## config.mk

```make
export PLATFORM = sky130hd
export DESIGN_NAME = pme_wake_event_control
export DESIGN_NICKNAME = d
export VERILOG_FILES = /design/src/verilog/pme_wake_pkg.sv /design/src/verilog/key_table_mem.sv /design/src/verilog/pme_wake_event_control.sv
export VERILOG_INCLUDE_DIRS = /design/src /design/src/verilog
export SDC_FILE = /design/constraint.sdc
export NUM_CORES = 1
export LEC_CHECK = 0
export ABC_AREA = 1
export BUFFER_PORTS_ARGS = -buffer_cell sky130_fd_sc_hd__buf_2
export CORE_MARGIN = 4
export CORE_UTILIZATION = 35
export CTS_CLUSTER_DIAMETER = 60
export DETAILED_ROUTE_END_ITERATION = 7
export PLACE_DENSITY = 0.62
export SYNTH_ARGS = -nofsm -noshare
export SYNTH_HDL_FRONTEND = slang
export SYNTH_SLANG_ARGS = --single-unit
export TNS_END_PERCENT = 1
```

## constraint.sdc

```tcl
create_clock -name clk_i -period 2.8 [get_ports clk_i]
set_input_delay 0.14 -clock clk_i [delete_from_list [all_inputs] [get_ports clk_i]]
set_output_delay 0.14 -clock clk_i [all_outputs]
set_load 0.01 [all_outputs]
```

## src/verilog/pme_wake_defs.svh

```systemverilog
`ifndef PME_WAKE_DEFS_SVH
`define PME_WAKE_DEFS_SVH

// ****************************************
// register indices (byte address = 4 x index)
// ****************************************
`define IDX_WAKE_OPTIONS 8'he7
`define IDX_RSVD_E8 8'he8
`define IDX_RSVD_E9 8'he9
`define IDX_KEY_INDEX 8'he1
`define IDX_KEY_DATA 8'he2
`define IDX_GLOBAL_EN 8'hf2
`define IDX_STATUS_LOW 8'hf3
`define IDX_STATUS_HIGH 8'hf4
`define IDX_ENABLE_LOW 8'hf6
`define IDX_ENABLE_HIGH 8'hf7
`define IDX_GPIO_ROUTE 8'hfe

// ****************************************
// field positions
// ****************************************
`define WO_KEY_SET_THREE 7
`define WO_KEY_SET_TWO 6
`define WO_OS_WAKE_KEY 5
`define WO_PLOSS_PULSE 4
`define WO_WDT_RST_SEL 3
`define WO_HWM_RST_SEL 0
`define WO_WRITE_MASK 8'hf9
`define ROUTE_WRITE_MASK 8'hf7
`define STS_LOW_MASK 7'h7f
`define STS_HIGH_MASK 6'h3f

// ****************************************
// reset values
// ****************************************
`define WAKE_OPTIONS_RST 8'h00
`define GLOBAL_EN_RST 8'h3e
`define STATUS_RST 8'h00
`define ENABLE_RST 8'h00
`define ROUTE_RST 8'h00

// ****************************************
// key table windows and timing
// ****************************************
`define KEY_SET_TWO_HI 4'h3
`define KEY_SET_THREE_HI 4'h4
`define KEY_LAST_LO 4'hf
`define CLK_KHZ 25000
`define PLOSS_LEVEL_MS 500
`define WAKE_PULSE_CYCLES 16

`endif

```

## src/verilog/pme_wake_pkg.sv

```systemverilog
`default_nettype none
package pme_wake_pkg;

  typedef enum logic [1:0] {KEY_IDLE, KEY_CMP, KEY_PEEK} key_state_e;

  typedef struct packed {
    logic [7:0] wake;
    logic gen_en;
    logic [6:0] sts_lo;
    logic [5:0] sts_hi;
    logic [6:0] en_lo;
    logic [5:0] en_hi;
    logic [7:0] route;
    logic [7:0] key_index;
    logic bus_rst_s1, bus_rst_s2;
    logic pgood_s1, pgood_s2;
    logic [2:0] gpio_s1, gpio_s2;
    logic restore_s1, restore_s2, restore_d;
    logic pme_n, ps_n, wdt_rst_n, hwm_rst_n;
    logic aw_got, w_got;
    logic [7:0] aw_idx;
    logic [7:0] wdata;
    logic wstrb0;
    logic bvalid;
    logic [1:0] bresp;
    logic rd_wait, rvalid;
    logic [7:0] rd_idx;
    logic [7:0] rdata;
    logic [1:0] rresp;
    key_state_e kst;
    logic set_sel;
    logic [7:0] code;
    logic [3:0] ptr2, ptr3;
    logic [31:0] ps_cnt;
  } state_s;

  typedef struct packed {
    logic [31:0][7:0] mem;
    logic [7:0] a_rdata;
    logic [7:0] b_rdata;
  } table_s;

endpackage
`default_nettype wire

```

## src/verilog/key_table_mem.sv

```systemverilog
`timescale 1ns/1ps
`default_nettype none

// ****************************************
// key combination table, two read ports
// ****************************************
module key_table_mem (
  input wire logic clk_i,
  input wire logic nrst_i,
  input wire logic we_i,
  input wire logic [4:0] waddr_i,
  input wire logic [7:0] wdata_i,
  input wire logic [4:0] a_addr_i,
  output logic [7:0] a_rdata_o,
  input wire logic [4:0] b_addr_i,
  output logic [7:0] b_rdata_o
);

  pme_wake_pkg::table_s r;
  pme_wake_pkg::table_s n;

  always_comb begin
    n = r;
    if (we_i) begin
      n.mem[waddr_i] = wdata_i;
    end
    n.a_rdata = r.mem[a_addr_i];
    n.b_rdata = r.mem[b_addr_i];
  end

  always_ff @(posedge clk_i or negedge nrst_i) begin
    if (!nrst_i) begin
      r <= '0;
    end else begin
      r <= n;
    end
  end

  assign a_rdata_o = r.a_rdata;
  assign b_rdata_o = r.b_rdata;

endmodule // key_table_mem

`default_nettype wire

```

## src/verilog/pme_wake_event_control.sv

```systemverilog
// Behaviour
// - key set three enable adds a wake match on table indices 40h..4eh.
// - key set two enable adds a wake match on 30h..3eh, else ignored.
// - os wake key enable lets the dedicated key drive the power switch.
// - pulse enable gives a 0.5s power switch level on power restore when the power loss policy selects on.
// - policy 00 off, 01 on, 10 prior state, 11 user last-state flag.
// - bit 3 picks watchdog reset: 0 bus reset, 1 power good.
// - bit 0 picks monitor reset: 0 power good, 1 bus reset.
// - wake option bits survive bus reset and power good loss.
// - global event enable bit 0 gates status events to the event output (gpio routes bypass it), reset 3eh.
// - low status latches seven device events on bits 6..0.
// - high status latches six events on bits 5..0.
// - status bits stay set until a 1 is written to that bit.
// - low enable register masks low status bits one to one.
// - high enable register masks high status bits one to one.
// - route bits 6..4 send gpio events c, b, a to the power switch.
// - route bits 2..0 send gpio events c, b, a to the event output.
`timescale 1ns/1ps
`include "pme_wake_defs.svh"
`default_nettype none

module pme_wake_event_control #(
  parameter int unsigned LEVEL_CYCLES = `PLOSS_LEVEL_MS * `CLK_KHZ,
  parameter int unsigned PULSE_CYCLES = `WAKE_PULSE_CYCLES,
  parameter logic [7:0] OS_KEY_CODE = 8'h5b
) (
  input wire logic clk_i,
  input wire logic nrst_i,
  // axi4-lite slave
  input wire logic awvalid_i,
  output logic awready_o,
  input wire logic [11:0] awaddr_i,
  input wire logic wvalid_i,
  output logic wready_o,
  input wire logic [31:0] wdata_i,
  input wire logic [3:0] wstrb_i,
  output logic bvalid_o,
  input wire logic bready_i,
  output logic [1:0] bresp_o,
  input wire logic arvalid_i,
  output logic arready_o,
  input wire logic [11:0] araddr_i,
  output logic rvalid_o,
  input wire logic rready_i,
  output logic [31:0] rdata_o,
  output logic [1:0] rresp_o,
  // event sources, same clock
  input wire logic uart_c_irq_i,
  input wire logic mouse_irq_i,
  input wire logic keyboard_controller_irq_i,
  input wire logic parallel_port_irq_i,
  input wire logic floppy_controller_irq_i,
  input wire logic uart_a_irq_i,
  input wire logic uart_b_irq_i,
  input wire logic uart_f_irq_i,
  input wire logic uart_e_irq_i,
  input wire logic hw_monitor_irq_i,
  input wire logic watchdog_timeout_i,
  input wire logic uart_d_irq_i,
  input wire logic ring_indicate_b_i,
  // keyboard wake stream, same clock
  input wire logic kb_wake_enable_i,
  input wire logic kb_code_valid_i,
  input wire logic [7:0] kb_code_i,
  // power loss policy, same clock
  input wire logic [1:0] power_loss_policy_i,
  input wire logic last_state_off_i,
  input wire logic prior_state_on_i,
  // pins
  input wire logic power_restored_i,
  input wire logic bus_reset_input_n_i,
  input wire logic power_good_i,
  input wire logic gpio_event_a_i,
  input wire logic gpio_event_b_i,
  input wire logic gpio_event_c_i,
  output logic pme_n_o,
  output logic power_switch_output_n_o,
  output logic watchdog_reset_n_o,
  output logic hw_monitor_reset_n_o
);

  pme_wake_pkg::state_s r;
  pme_wake_pkg::state_s n;
  logic [7:0] key_a_rd;
  logic [7:0] key_b_rd;
  logic [4:0] key_b_addr;
  logic key_we;
  logic [4:0] key_waddr;
  localparam logic [7:0] GEN_EN_RST = `GLOBAL_EN_RST;

  // ****************************************
  // helpers
  // ****************************************
  function automatic logic slot_ok(input logic [7:0] idx);
    slot_ok = (idx[7:4] == `KEY_SET_TWO_HI ||
               idx[7:4] == `KEY_SET_THREE_HI) &&
              idx[3:0] != `KEY_LAST_LO;
  endfunction

  function automatic logic [4:0] slot_of(input logic [7:0] idx);
    slot_of = {idx[7:4] == `KEY_SET_THREE_HI, idx[3:0]};
  endfunction

  function automatic logic mapped(input logic [7:0] idx);
    unique case (idx)
      `IDX_WAKE_OPTIONS, `IDX_RSVD_E8, `IDX_RSVD_E9, `IDX_KEY_INDEX,
      `IDX_KEY_DATA, `IDX_GLOBAL_EN, `IDX_STATUS_LOW, `IDX_STATUS_HIGH,
      `IDX_ENABLE_LOW, `IDX_ENABLE_HIGH, `IDX_GPIO_ROUTE: mapped = 1'b1;
      default: mapped = 1'b0;
    endcase
  endfunction

  // ****************************************
  // key combination table
  // ****************************************
  key_table_mem u_key_table (
    .clk_i(clk_i),
    .nrst_i(nrst_i),
    .we_i(key_we),
    .waddr_i(key_waddr),
    .wdata_i(r.wdata),
    .a_addr_i(slot_of(r.key_index)),
    .a_rdata_o(key_a_rd),
    .b_addr_i(key_b_addr),
    .b_rdata_o(key_b_rd)
  );

  assign key_waddr = slot_of(r.key_index);
  assign key_we = r.aw_got && r.w_got && !r.bvalid && r.wstrb0 &&
                  r.aw_idx == `IDX_KEY_DATA && slot_ok(r.key_index);
  assign key_b_addr = {n.set_sel, n.set_sel ? n.ptr3 : n.ptr2};

  // ****************************************
  // next state
  // ****************************************
  always_comb begin
    logic do_write;
    logic [7:0] wd;
    logic [6:0] clr_lo;
    logic [5:0] clr_hi;
    logic [6:0] ev_lo;
    logic [5:0] ev_hi;
    logic set_en;
    logic [3:0] ptr;
    logic wake_fire;
    logic want_on;
    logic restore_edge;
    do_write = r.aw_got && r.w_got && !r.bvalid;
    wd = r.wdata;
    clr_lo = '0;
    clr_hi = '0;
    wake_fire = 1'b0;
    want_on = 1'b0;
    set_en = 1'b0;
    ptr = 4'h0;
    ev_lo = '0;
    ev_hi = '0;
    restore_edge = 1'b0;
    n = r;

    // pin synchronisers
    n.bus_rst_s1 = bus_reset_input_n_i;
    n.bus_rst_s2 = r.bus_rst_s1;
    n.pgood_s1 = power_good_i;
    n.pgood_s2 = r.pgood_s1;
    n.gpio_s1 = {gpio_event_c_i, gpio_event_b_i, gpio_event_a_i};
    n.gpio_s2 = r.gpio_s1;
    n.restore_s1 = power_restored_i;
    n.restore_s2 = r.restore_s1;
    n.restore_d = r.restore_s2;
    restore_edge = r.restore_s2 && !r.restore_d;

    // write channel
    if (awvalid_i && awready_o) begin
      n.aw_got = 1'b1;
      n.aw_idx = awaddr_i[9:2];
    end
    if (wvalid_i && wready_o) begin
      n.w_got = 1'b1;
      n.wdata = wdata_i[7:0];
      n.wstrb0 = wstrb_i[0];
    end
    if (do_write) begin
      n.aw_got = 1'b0;
      n.w_got = 1'b0;
      n.bvalid = 1'b1;
      n.bresp = mapped(r.aw_idx) ? 2'h0 : 2'h2;
      if (r.wstrb0) begin
        unique case (r.aw_idx)
          `IDX_WAKE_OPTIONS: n.wake = wd & `WO_WRITE_MASK;
          `IDX_KEY_INDEX: n.key_index = wd;
          `IDX_GLOBAL_EN: n.gen_en = wd[0];
          `IDX_STATUS_LOW: clr_lo = wd[6:0];
          `IDX_STATUS_HIGH: clr_hi = wd[5:0];
          `IDX_ENABLE_LOW: n.en_lo = wd[6:0];
          `IDX_ENABLE_HIGH: n.en_hi = wd[5:0];
          `IDX_GPIO_ROUTE: n.route = wd & `ROUTE_WRITE_MASK;
          default: ;
        endcase
      end
    end
    if (r.bvalid && bready_i) begin
      n.bvalid = 1'b0;
    end

    // read channel
    if (arvalid_i && arready_o) begin
      n.rd_wait = 1'b1;
      n.rd_idx = araddr_i[9:2];
    end
    if (r.rd_wait) begin
      n.rd_wait = 1'b0;
      n.rvalid = 1'b1;
      n.rresp = mapped(r.rd_idx) ? 2'h0 : 2'h2;
      unique case (r.rd_idx)
        `IDX_WAKE_OPTIONS: n.rdata = r.wake;
        `IDX_KEY_INDEX: n.rdata = r.key_index;
        `IDX_KEY_DATA: n.rdata = slot_ok(r.key_index) ? key_a_rd : 8'h00;
        `IDX_GLOBAL_EN: n.rdata = {GEN_EN_RST[7:1], r.gen_en};
        `IDX_STATUS_LOW: n.rdata = {1'b0, r.sts_lo};
        `IDX_STATUS_HIGH: n.rdata = {2'h0, r.sts_hi};
        `IDX_ENABLE_LOW: n.rdata = {1'b0, r.en_lo};
        `IDX_ENABLE_HIGH: n.rdata = {2'h0, r.en_hi};
        `IDX_GPIO_ROUTE: n.rdata = r.route;
        default: n.rdata = 8'h00;
      endcase
    end
    if (r.rvalid && rready_i) begin
      n.rvalid = 1'b0;
    end

    // status latches, a new event beats a same-cycle clear
    ev_lo = {uart_c_irq_i, mouse_irq_i, keyboard_controller_irq_i,
             parallel_port_irq_i, floppy_controller_irq_i,
             uart_a_irq_i, uart_b_irq_i};
    ev_hi = {uart_f_irq_i, uart_e_irq_i, hw_monitor_irq_i,
             watchdog_timeout_i, uart_d_irq_i,
             ring_indicate_b_i};
    n.sts_lo = ((r.sts_lo & ~clr_lo) | ev_lo) & `STS_LOW_MASK;
    n.sts_hi = ((r.sts_hi & ~clr_hi) | ev_hi) & `STS_HIGH_MASK;

    // keyboard combination matcher
    ptr = r.set_sel ? r.ptr3 : r.ptr2;
    set_en = r.set_sel ? r.wake[`WO_KEY_SET_THREE]
                       : r.wake[`WO_KEY_SET_TWO];
    unique case (r.kst)
      pme_wake_pkg::KEY_IDLE: begin
        if (kb_code_valid_i && kb_wake_enable_i) begin
          n.code = kb_code_i;
          n.set_sel = 1'b0;
          n.kst = pme_wake_pkg::KEY_CMP;
          if (kb_code_i == OS_KEY_CODE && r.wake[`WO_OS_WAKE_KEY]) begin
            wake_fire = 1'b1;
          end
        end
      end
      pme_wake_pkg::KEY_CMP: begin
        if (set_en && key_b_rd == r.code && key_b_rd != 8'h00) begin
          ptr = ptr + 4'h1;
          n.kst = pme_wake_pkg::KEY_PEEK;
        end else begin
          ptr = 4'h0;
          n.kst = r.set_sel ? pme_wake_pkg::KEY_IDLE
                            : pme_wake_pkg::KEY_CMP;
          n.set_sel = 1'b1;
        end
      end
      pme_wake_pkg::KEY_PEEK: begin
        if (key_b_rd == 8'h00) begin
          wake_fire = 1'b1;
          ptr = 4'h0;
        end
        n.kst = r.set_sel ? pme_wake_pkg::KEY_IDLE
                          : pme_wake_pkg::KEY_CMP;
        n.set_sel = 1'b1;
      end
    endcase
    if (r.set_sel) begin
      n.ptr3 = ptr;
    end else begin
      n.ptr2 = ptr;
    end
    if (r.kst == pme_wake_pkg::KEY_PEEK && !r.set_sel) begin
      n.set_sel = 1'b1;
    end
    if (r.kst != pme_wake_pkg::KEY_IDLE && !kb_wake_enable_i) begin
      n.kst = pme_wake_pkg::KEY_IDLE;
    end

    // power switch timing
    unique case (power_loss_policy_i)
      2'h0: want_on = 1'b0;
      2'h1: want_on = 1'b1;
      2'h2: want_on = prior_state_on_i;
      2'h3: want_on = !last_state_off_i;
    endcase
    if (r.ps_cnt != 32'h0) begin
      n.ps_cnt = r.ps_cnt - 32'h1;
    end
    if (restore_edge && want_on && r.wake[`WO_PLOSS_PULSE]) begin
      n.ps_cnt = LEVEL_CYCLES;
    end else if (wake_fire && r.ps_cnt == 32'h0) begin
      n.ps_cnt = PULSE_CYCLES;
    end

    // registered outputs
    n.ps_n = !(r.ps_cnt != 32'h0 ||
               |(r.gpio_s2 & r.route[6:4]));
    n.pme_n = !((r.gen_en && (|(r.sts_lo & r.en_lo) ||
                              |(r.sts_hi & r.en_hi))) ||
                |(r.gpio_s2 & r.route[2:0]));
    n.wdt_rst_n = r.wake[`WO_WDT_RST_SEL] ? r.pgood_s2
                                          : r.bus_rst_s2;
    n.hwm_rst_n = r.wake[`WO_HWM_RST_SEL] ? r.bus_rst_s2
                                          : r.pgood_s2;
  end

  // ****************************************
  // state register
  // ****************************************
  // standby reset only: bus reset and power good never clear options
  always_ff @(posedge clk_i or negedge nrst_i) begin
    if (!nrst_i) begin
      r <= '0;
      r.wake <= `WAKE_OPTIONS_RST;
      r.gen_en <= GEN_EN_RST[0];
      r.sts_lo <= 7'(`STATUS_RST);
      r.sts_hi <= 6'(`STATUS_RST);
      r.en_lo <= 7'(`ENABLE_RST);
      r.en_hi <= 6'(`ENABLE_RST);
      r.route <= `ROUTE_RST;
      r.kst <= pme_wake_pkg::KEY_IDLE;
      r.pme_n <= 1'b1;
      r.ps_n <= 1'b1;
      r.wdt_rst_n <= 1'b0;
      r.hwm_rst_n <= 1'b0;
    end else begin
      r <= n;
    end
  end

  // ****************************************
  // outputs
  // ****************************************
  assign awready_o = !r.aw_got && !r.bvalid;
  assign wready_o = !r.w_got && !r.bvalid;
  assign bvalid_o = r.bvalid;
  assign bresp_o = r.bresp;
  assign arready_o = !r.rvalid && !r.rd_wait;
  assign rvalid_o = r.rvalid;
  assign rdata_o = {24'h0, r.rdata};
  assign rresp_o = r.rresp;
  assign pme_n_o = r.pme_n;
  assign power_switch_output_n_o = r.ps_n;
  assign watchdog_reset_n_o = r.wdt_rst_n;
  assign hw_monitor_reset_n_o = r.hwm_rst_n;

endmodule // pme_wake_event_control

`default_nettype wire

```

# Word level (Yosys, flattened, before mapping)
# Cells that the tools add are included.
dict set report word_totals {
  ramBits 0
  ff_bits 430
  latchBits 0
  word_cells 241
  n_memories 0
  mem_bits_ro 0
}
dict set report classes {
  n_eq_ne 33
  n_mul 0
  div 0
  n_bitwise 10
  n_addsub 2
  n_reduce_logical 66
  n_lt_le_gt_ge 3
  shifts 0
  n_mux 54
}
# op count
set ops {}
lappend ops {{256-bit bitwise mux} 1}
lappend ops {{8-bit == test, second input constant} 22}
lappend ops {{32-bit 2-to-1 mux} 3}
lappend ops {{8-bit binary-select mux with 5-bit select} 2}
lappend ops {{8-bit case mux with 9 select lines} 1}
lappend ops {{8-bit demux with 5-bit select} 1}
lappend ops {{32-bit zero test} 1}
lappend ops {{8-bit 2-to-1 mux} 4}
lappend ops {{32-bit nonzero test} 1}
lappend ops {{32-bit by 1-bit subtractor with 32-bit output, second input constant} 1}
lappend ops {{1-bit logical AND} 26}
lappend ops {{4-bit 2-to-1 mux} 6}
lappend ops {{11-bit OR reduction} 2}
lappend ops {{7-bit 2-to-1 mux} 3}
lappend ops {{1-bit 2-to-1 mux} 18}
lappend ops {{6-bit 2-to-1 mux} 3}
lappend ops {{3-bit AND reduction} 6}
lappend ops {{7-bit bitwise AND} 2}
lappend ops {{6-bit bitwise AND} 2}
lappend ops {{5-bit by 6-bit less-than comparator with 1-bit output, second input constant} 2}
lappend ops {{2-bit 2-to-1 mux} 6}
lappend ops {{1-bit zero test} 11}
lappend ops {{11-bit 2-to-1 mux} 1}
lappend ops {{2-bit nonzero test} 5}
lappend ops {{other kinds (29)} 38}

# Longest topological paths before layout
dict set report depth {
  ltp_word 9
  depth_mapped 23
}

# Modules after synthesis
# A second synthesis with hierarchy kept.
dict set report unflattened {
  cells_unflattened 3170
  hier_area_um2 22929.5
}
# module area_per_inst_um2 cells_per_inst seq_area_each_um2 n_inst
set by_module_without_submodules {}
lappend by_module_without_submodules {key_table_mem 14840.5 2137 6806.5 1}
lappend by_module_without_submodules {pme_wake_event_control 8089.0 1033 3906.2 1}

# Least setup slack after synthesis
# OpenSTA, ideal clock, no wires.
dict set report synth_path {
  path_type {flip-flop to flip-flop}
  startpoint {register r[48] (netlist name)}
  endpoint {register u_key_table.r, in the netlist u_key_table.b_rdata_o[2]}
  arrival_ns 2.159
  path_stages_with_launch 19
  path_buffers 2
  synth_period_minus_slack_ns 2.276
  required_ns 2.684
  slack_ns 0.524
  path_cell_list {dfrtp_1 -> buf_6 -> inv_2 -> or2_1 -> o21ai_2 -> inv_2 -> ha_1 -> mux2_2 -> o21ai_1 -> nand2_1 -> o21ai_1 -> nand2_1 -> nand2_2 -> buf_2 -> nand3_1 -> nand3_1 -> nand2_1 -> nand2_1 -> nand2_1}
}
# item line_no
set synth_lines {}
lappend synth_lines {{from (decl)} pme_wake_event_control.sv:82} ;# pme_wake_pkg::state_s r;
lappend synth_lines {{from (signal assigned)} pme_wake_event_control.sv:338} ;# r <= n;
lappend synth_lines {{to (signal assigned)} key_table_mem.sv:35} ;# r <= n;
lappend synth_lines {{to (decl)} key_table_mem.sv:19} ;# pme_wake_pkg::table_s r;

==> impl_metrics.ini <==
[placement]
gp_congestion = 0.9780
hpwl_mm = 49.56
place_inst = 3764
port_buffers = 83

[synthesis]
syn_area_mm2 = 0.02251
ys_seq_area_share_pct = 47.60
yosys_warnings = 0
synth_top_flop_cell = dfrtp_1
synth_top_cell_by_area = dfrtp_1
synthTopCellsByCount = nand2_1 (629), dfrtp_1 (426), nand3_1 (384), inv_1 (361), o21ai_0 (350)
synth_edf_count = 0
yosysTopAreaCellShare_pct = 47.36
synthCells = 2890
synth_seq_cells = 428
synthTopCellsByArea = dfrtp_1 (47%), nand2_1 (10%), nand3_1 (8.5%)
avgSynthCellArea_um2 = 7.788
async_reset_ff_share_pct = 100.0
synth.most_common_cell = nand2_1
synth_cell_types = 58

[cts]
cts.sinks = 428
cts_inserted_buffers = 50
cts_max_path_buffers = 3
cts.reportedPaths.clkPinSlew_ns = 0.06
clkLatencyLatePin_ns = 0.59
cts_tree = yes
clock-root-buffer = clkbuf_16
ctsHtreeMaxLevel = 2

[sta]
final.period_utilization_pct = 98.88
tightest_slew_ns = 0.8086
hold_viol = 0
fin_hold_ws_ns = 0.1033
rsz0062_at_grt = yes
slew_headroom_pct = 46.03
min_period_ns = 2.769
setup_viol = 0
clock.fmax_mhz = 361.2
finClkSkew_ns = 0.02082
drv_slew = 0

[worst_setup_path]
cp.arrival_ns = 3.24
path_max_fanout = 7
start_kind = flop
end_kind = flop
critPathRequiredTime_ns = 3.27
critical_path_class = flop to flop

[floorplanning]
chipHeight_um = 261.6
placementRows = 92
dieArea_mm2 = 0.06843
core_area_mm2 = 0.06331
die_w_um = 261.6
initial_core_util_pct = 35.55
boundaryPins = 145

[power]
sw_frac_of_total_pct = 41.35
switching_power_mw = 10.55
p_per_area_mw_per_mm2 = 925.4
p_seq_share_pct = 28.3
internal_power_mw = 14.96
ir_worst_vdd_uv = 626.0
p_comb_share_pct = 45.6
power_frac_clock_pct = 26.1
p_leak_nw = 12.63

[drt]
wl_per_cell_um = 19.16
drtIter0Drc = 2446
drc = 0
wirelength_mm = 75.61
drtAntennaViolNets = 0
vias = 21090
vias_per_cell = 5.344
firstDrtPassIters = 8

[global_route]
overflow = 0
globalRouteTotalUtil_pct = 21.17
first_global_vias = 19970
grt_pass1_wl_mm = 114.5
grt_max_degree = 76
antenna_found_initial = 4

[outcome]
status = finished, final reports clean

[finish]
areaGrowthSynthToFinish_pct = 22.45
drive_above_1_share_pct = 14.01
nNetsFinal = 3164
final_cell_count_no_fill = 3946

[job]
maxCapViolations = 0

[worst_hold_path]
hold_path_class = input port to flop
cell type report:
type | count | area, um2
Clock inverter | 20 | 227.7
Fill cell | 6255 | 35750
Tap cell | 846 | 1059
Antenna cell | 2 | 5.005
Multi-Input combinational cell | 1888 | 9588
Timing Repair Buffer | 320 | 3131
Inverter | 371 | 1393
Sequential cell | 428 | 10720
Clock buffer | 71 | 1441
per-layer routing:
layer | share of wire [%] | wire (um) | GRT usage, % | vias up
met5 | 0.013 | 10 | 0 | -
met4 | 4.5 | 3440 | 9.432 | 2
met3 | 9.0 | 6819 | 4.535 | 229
met2 | 44 | 33300 | 32.66 | 967
met1 | 42 | 32040 | 28.70 | 10010
li1 | - | - | - | 9877
power groups by stage:
stage               Sequential [mW]  Clock [mW]  Combinational (mW)
floorplan                      7.14           0                6.30
CTS                            7.19        6.76                9.45
detailed placement             7.29           0                9.29
finish                         7.21        6.65                11.6
global route                   7.27        7.02                12.4
global placement               7.29           0                9.24
registers in the layout, summed over array words and instances (netlist names):
| signal | count |
|---|---|
| rdata_o | 8 |
| r | 129 |
| rresp_o | 1 |
| key_waddr | 4 |
| bresp_o | 1 |
| u_key_table.b_rdata_o | 8 |
| hw_monitor_reset_n_o | 1 |
| pme_n_o | 1 |
| power_switch_output_n_o | 1 |
| rvalid_o | 1 |
| u_key_table.r | 256 |
| n | 7 |
| bvalid_o | 1 |
| watchdog_reset_n_o | 1 |
| u_key_table.a_rdata_o | 8 |
worst paths after layout:
check | from | endpoint | slack [ns] | depth (start not counted)
max in group asynchronous | nrst_i | u_key_table.r[203] | 1.77 | 3
max reg2reg | u_key_table.b_rdata_o[0] | u_key_table.b_rdata_o[6] | 0.03 | 19
min in group asynchronous | nrst_i | r[70] | 0.14 | 2
max | u_key_table.b_rdata_o[0] | u_key_table.b_rdata_o[6] | 0.03 | 19
min | awvalid_i | r[92] | 0.10 | 3
min reg2reg | n[108] | r[108] | 0.36 | 0
stage by stage:
stage          worst slack [ns]  power, mW  cell area [um2]  util [%]   TNS, ns
6_report                0.03122      25.50            27560     43.53         0
5_1_grt                 -0.1065      26.72            27560     43.53   -0.6294
4_1_cts                 0.02170      23.41            26800     42.33         0
3_5_place_dp           -0.06016      16.58            24480     38.67   -0.1080
3_3_place_gp           -0.02074      16.53            24480     38.67  -0.02074
2_1_floorplan            0.5245      13.44            22600         -         0
what timing repair did:
item                                    in CTS  in global routing
hold endpoints to repair                   135                  0
hold buffers                                64                  0
setup buffers                                0                  8
resized for setup                            3                 66
endpoints found under the setup margin       4                 11
pin swaps                                    0                 17
gates cloned                                 0                 17
worst max-delay path, stage by stage (launching register included):
cell	delay, ns
dfrtp_1	0.40
buf_4	0.15
nor2_2	0.10
nand3_2	0.08
nor2_4	0.16
o21ai_2	0.10
or2_1	0.24
nand3_1	0.10
nand2_2	0.08
nand2_4	0.17
buf_12	0.20
buf_16	0.15
buf_6	0.13
nand3_1	0.07
nand3_1	0.11
nand3_2	0.09
nand3_2	0.09
nand2_1	0.05
nand2_1	0.07
nand2_2	0.09
placed cells by master, fill, tap and decap left out, drive strengths merged, types with 6 or more instances in the layout:
cell	synthesis	layout
nand2	640	641
dfrtp	426	426
nand3	386	386
inv	369	372
o21ai	364	364
buf	114	244
o22ai	104	104
nor2	103	103
clkbuf	115	83
dlygate4sd3	0	64
nand4	39	39
a21oi	33	33
conb	1	26
nor3	24	24
a22oi	20	20
o221ai	17	17
nor4	17	17
xor2	14	14
clkinv	2	12
a221oi	11	11
xnor2	10	10
o21bai	10	10
or2	8	8
o31ai	7	7
a31oi	7	7
nand3b	6	6
a211oi	6	6
logic make-up after synthesis:
kind of cell / count (synthesis) / synth area share, %
AO/OA/AOI/OAI: 597 / 15.27
buffers and inverters: 600 / 11.53
adder cells (fa/ha/maj): 5 / 0.2779
multiplexers: 6 / 0.2946
XOR/XNOR: 24 / 0.9339
AND/OR/NAND/NOR: 1229 / 24.08
flip-flops: 428 / 47.60
other: 1 / 0.01666
Note: power is estimated with default switching activity, not from simulation.
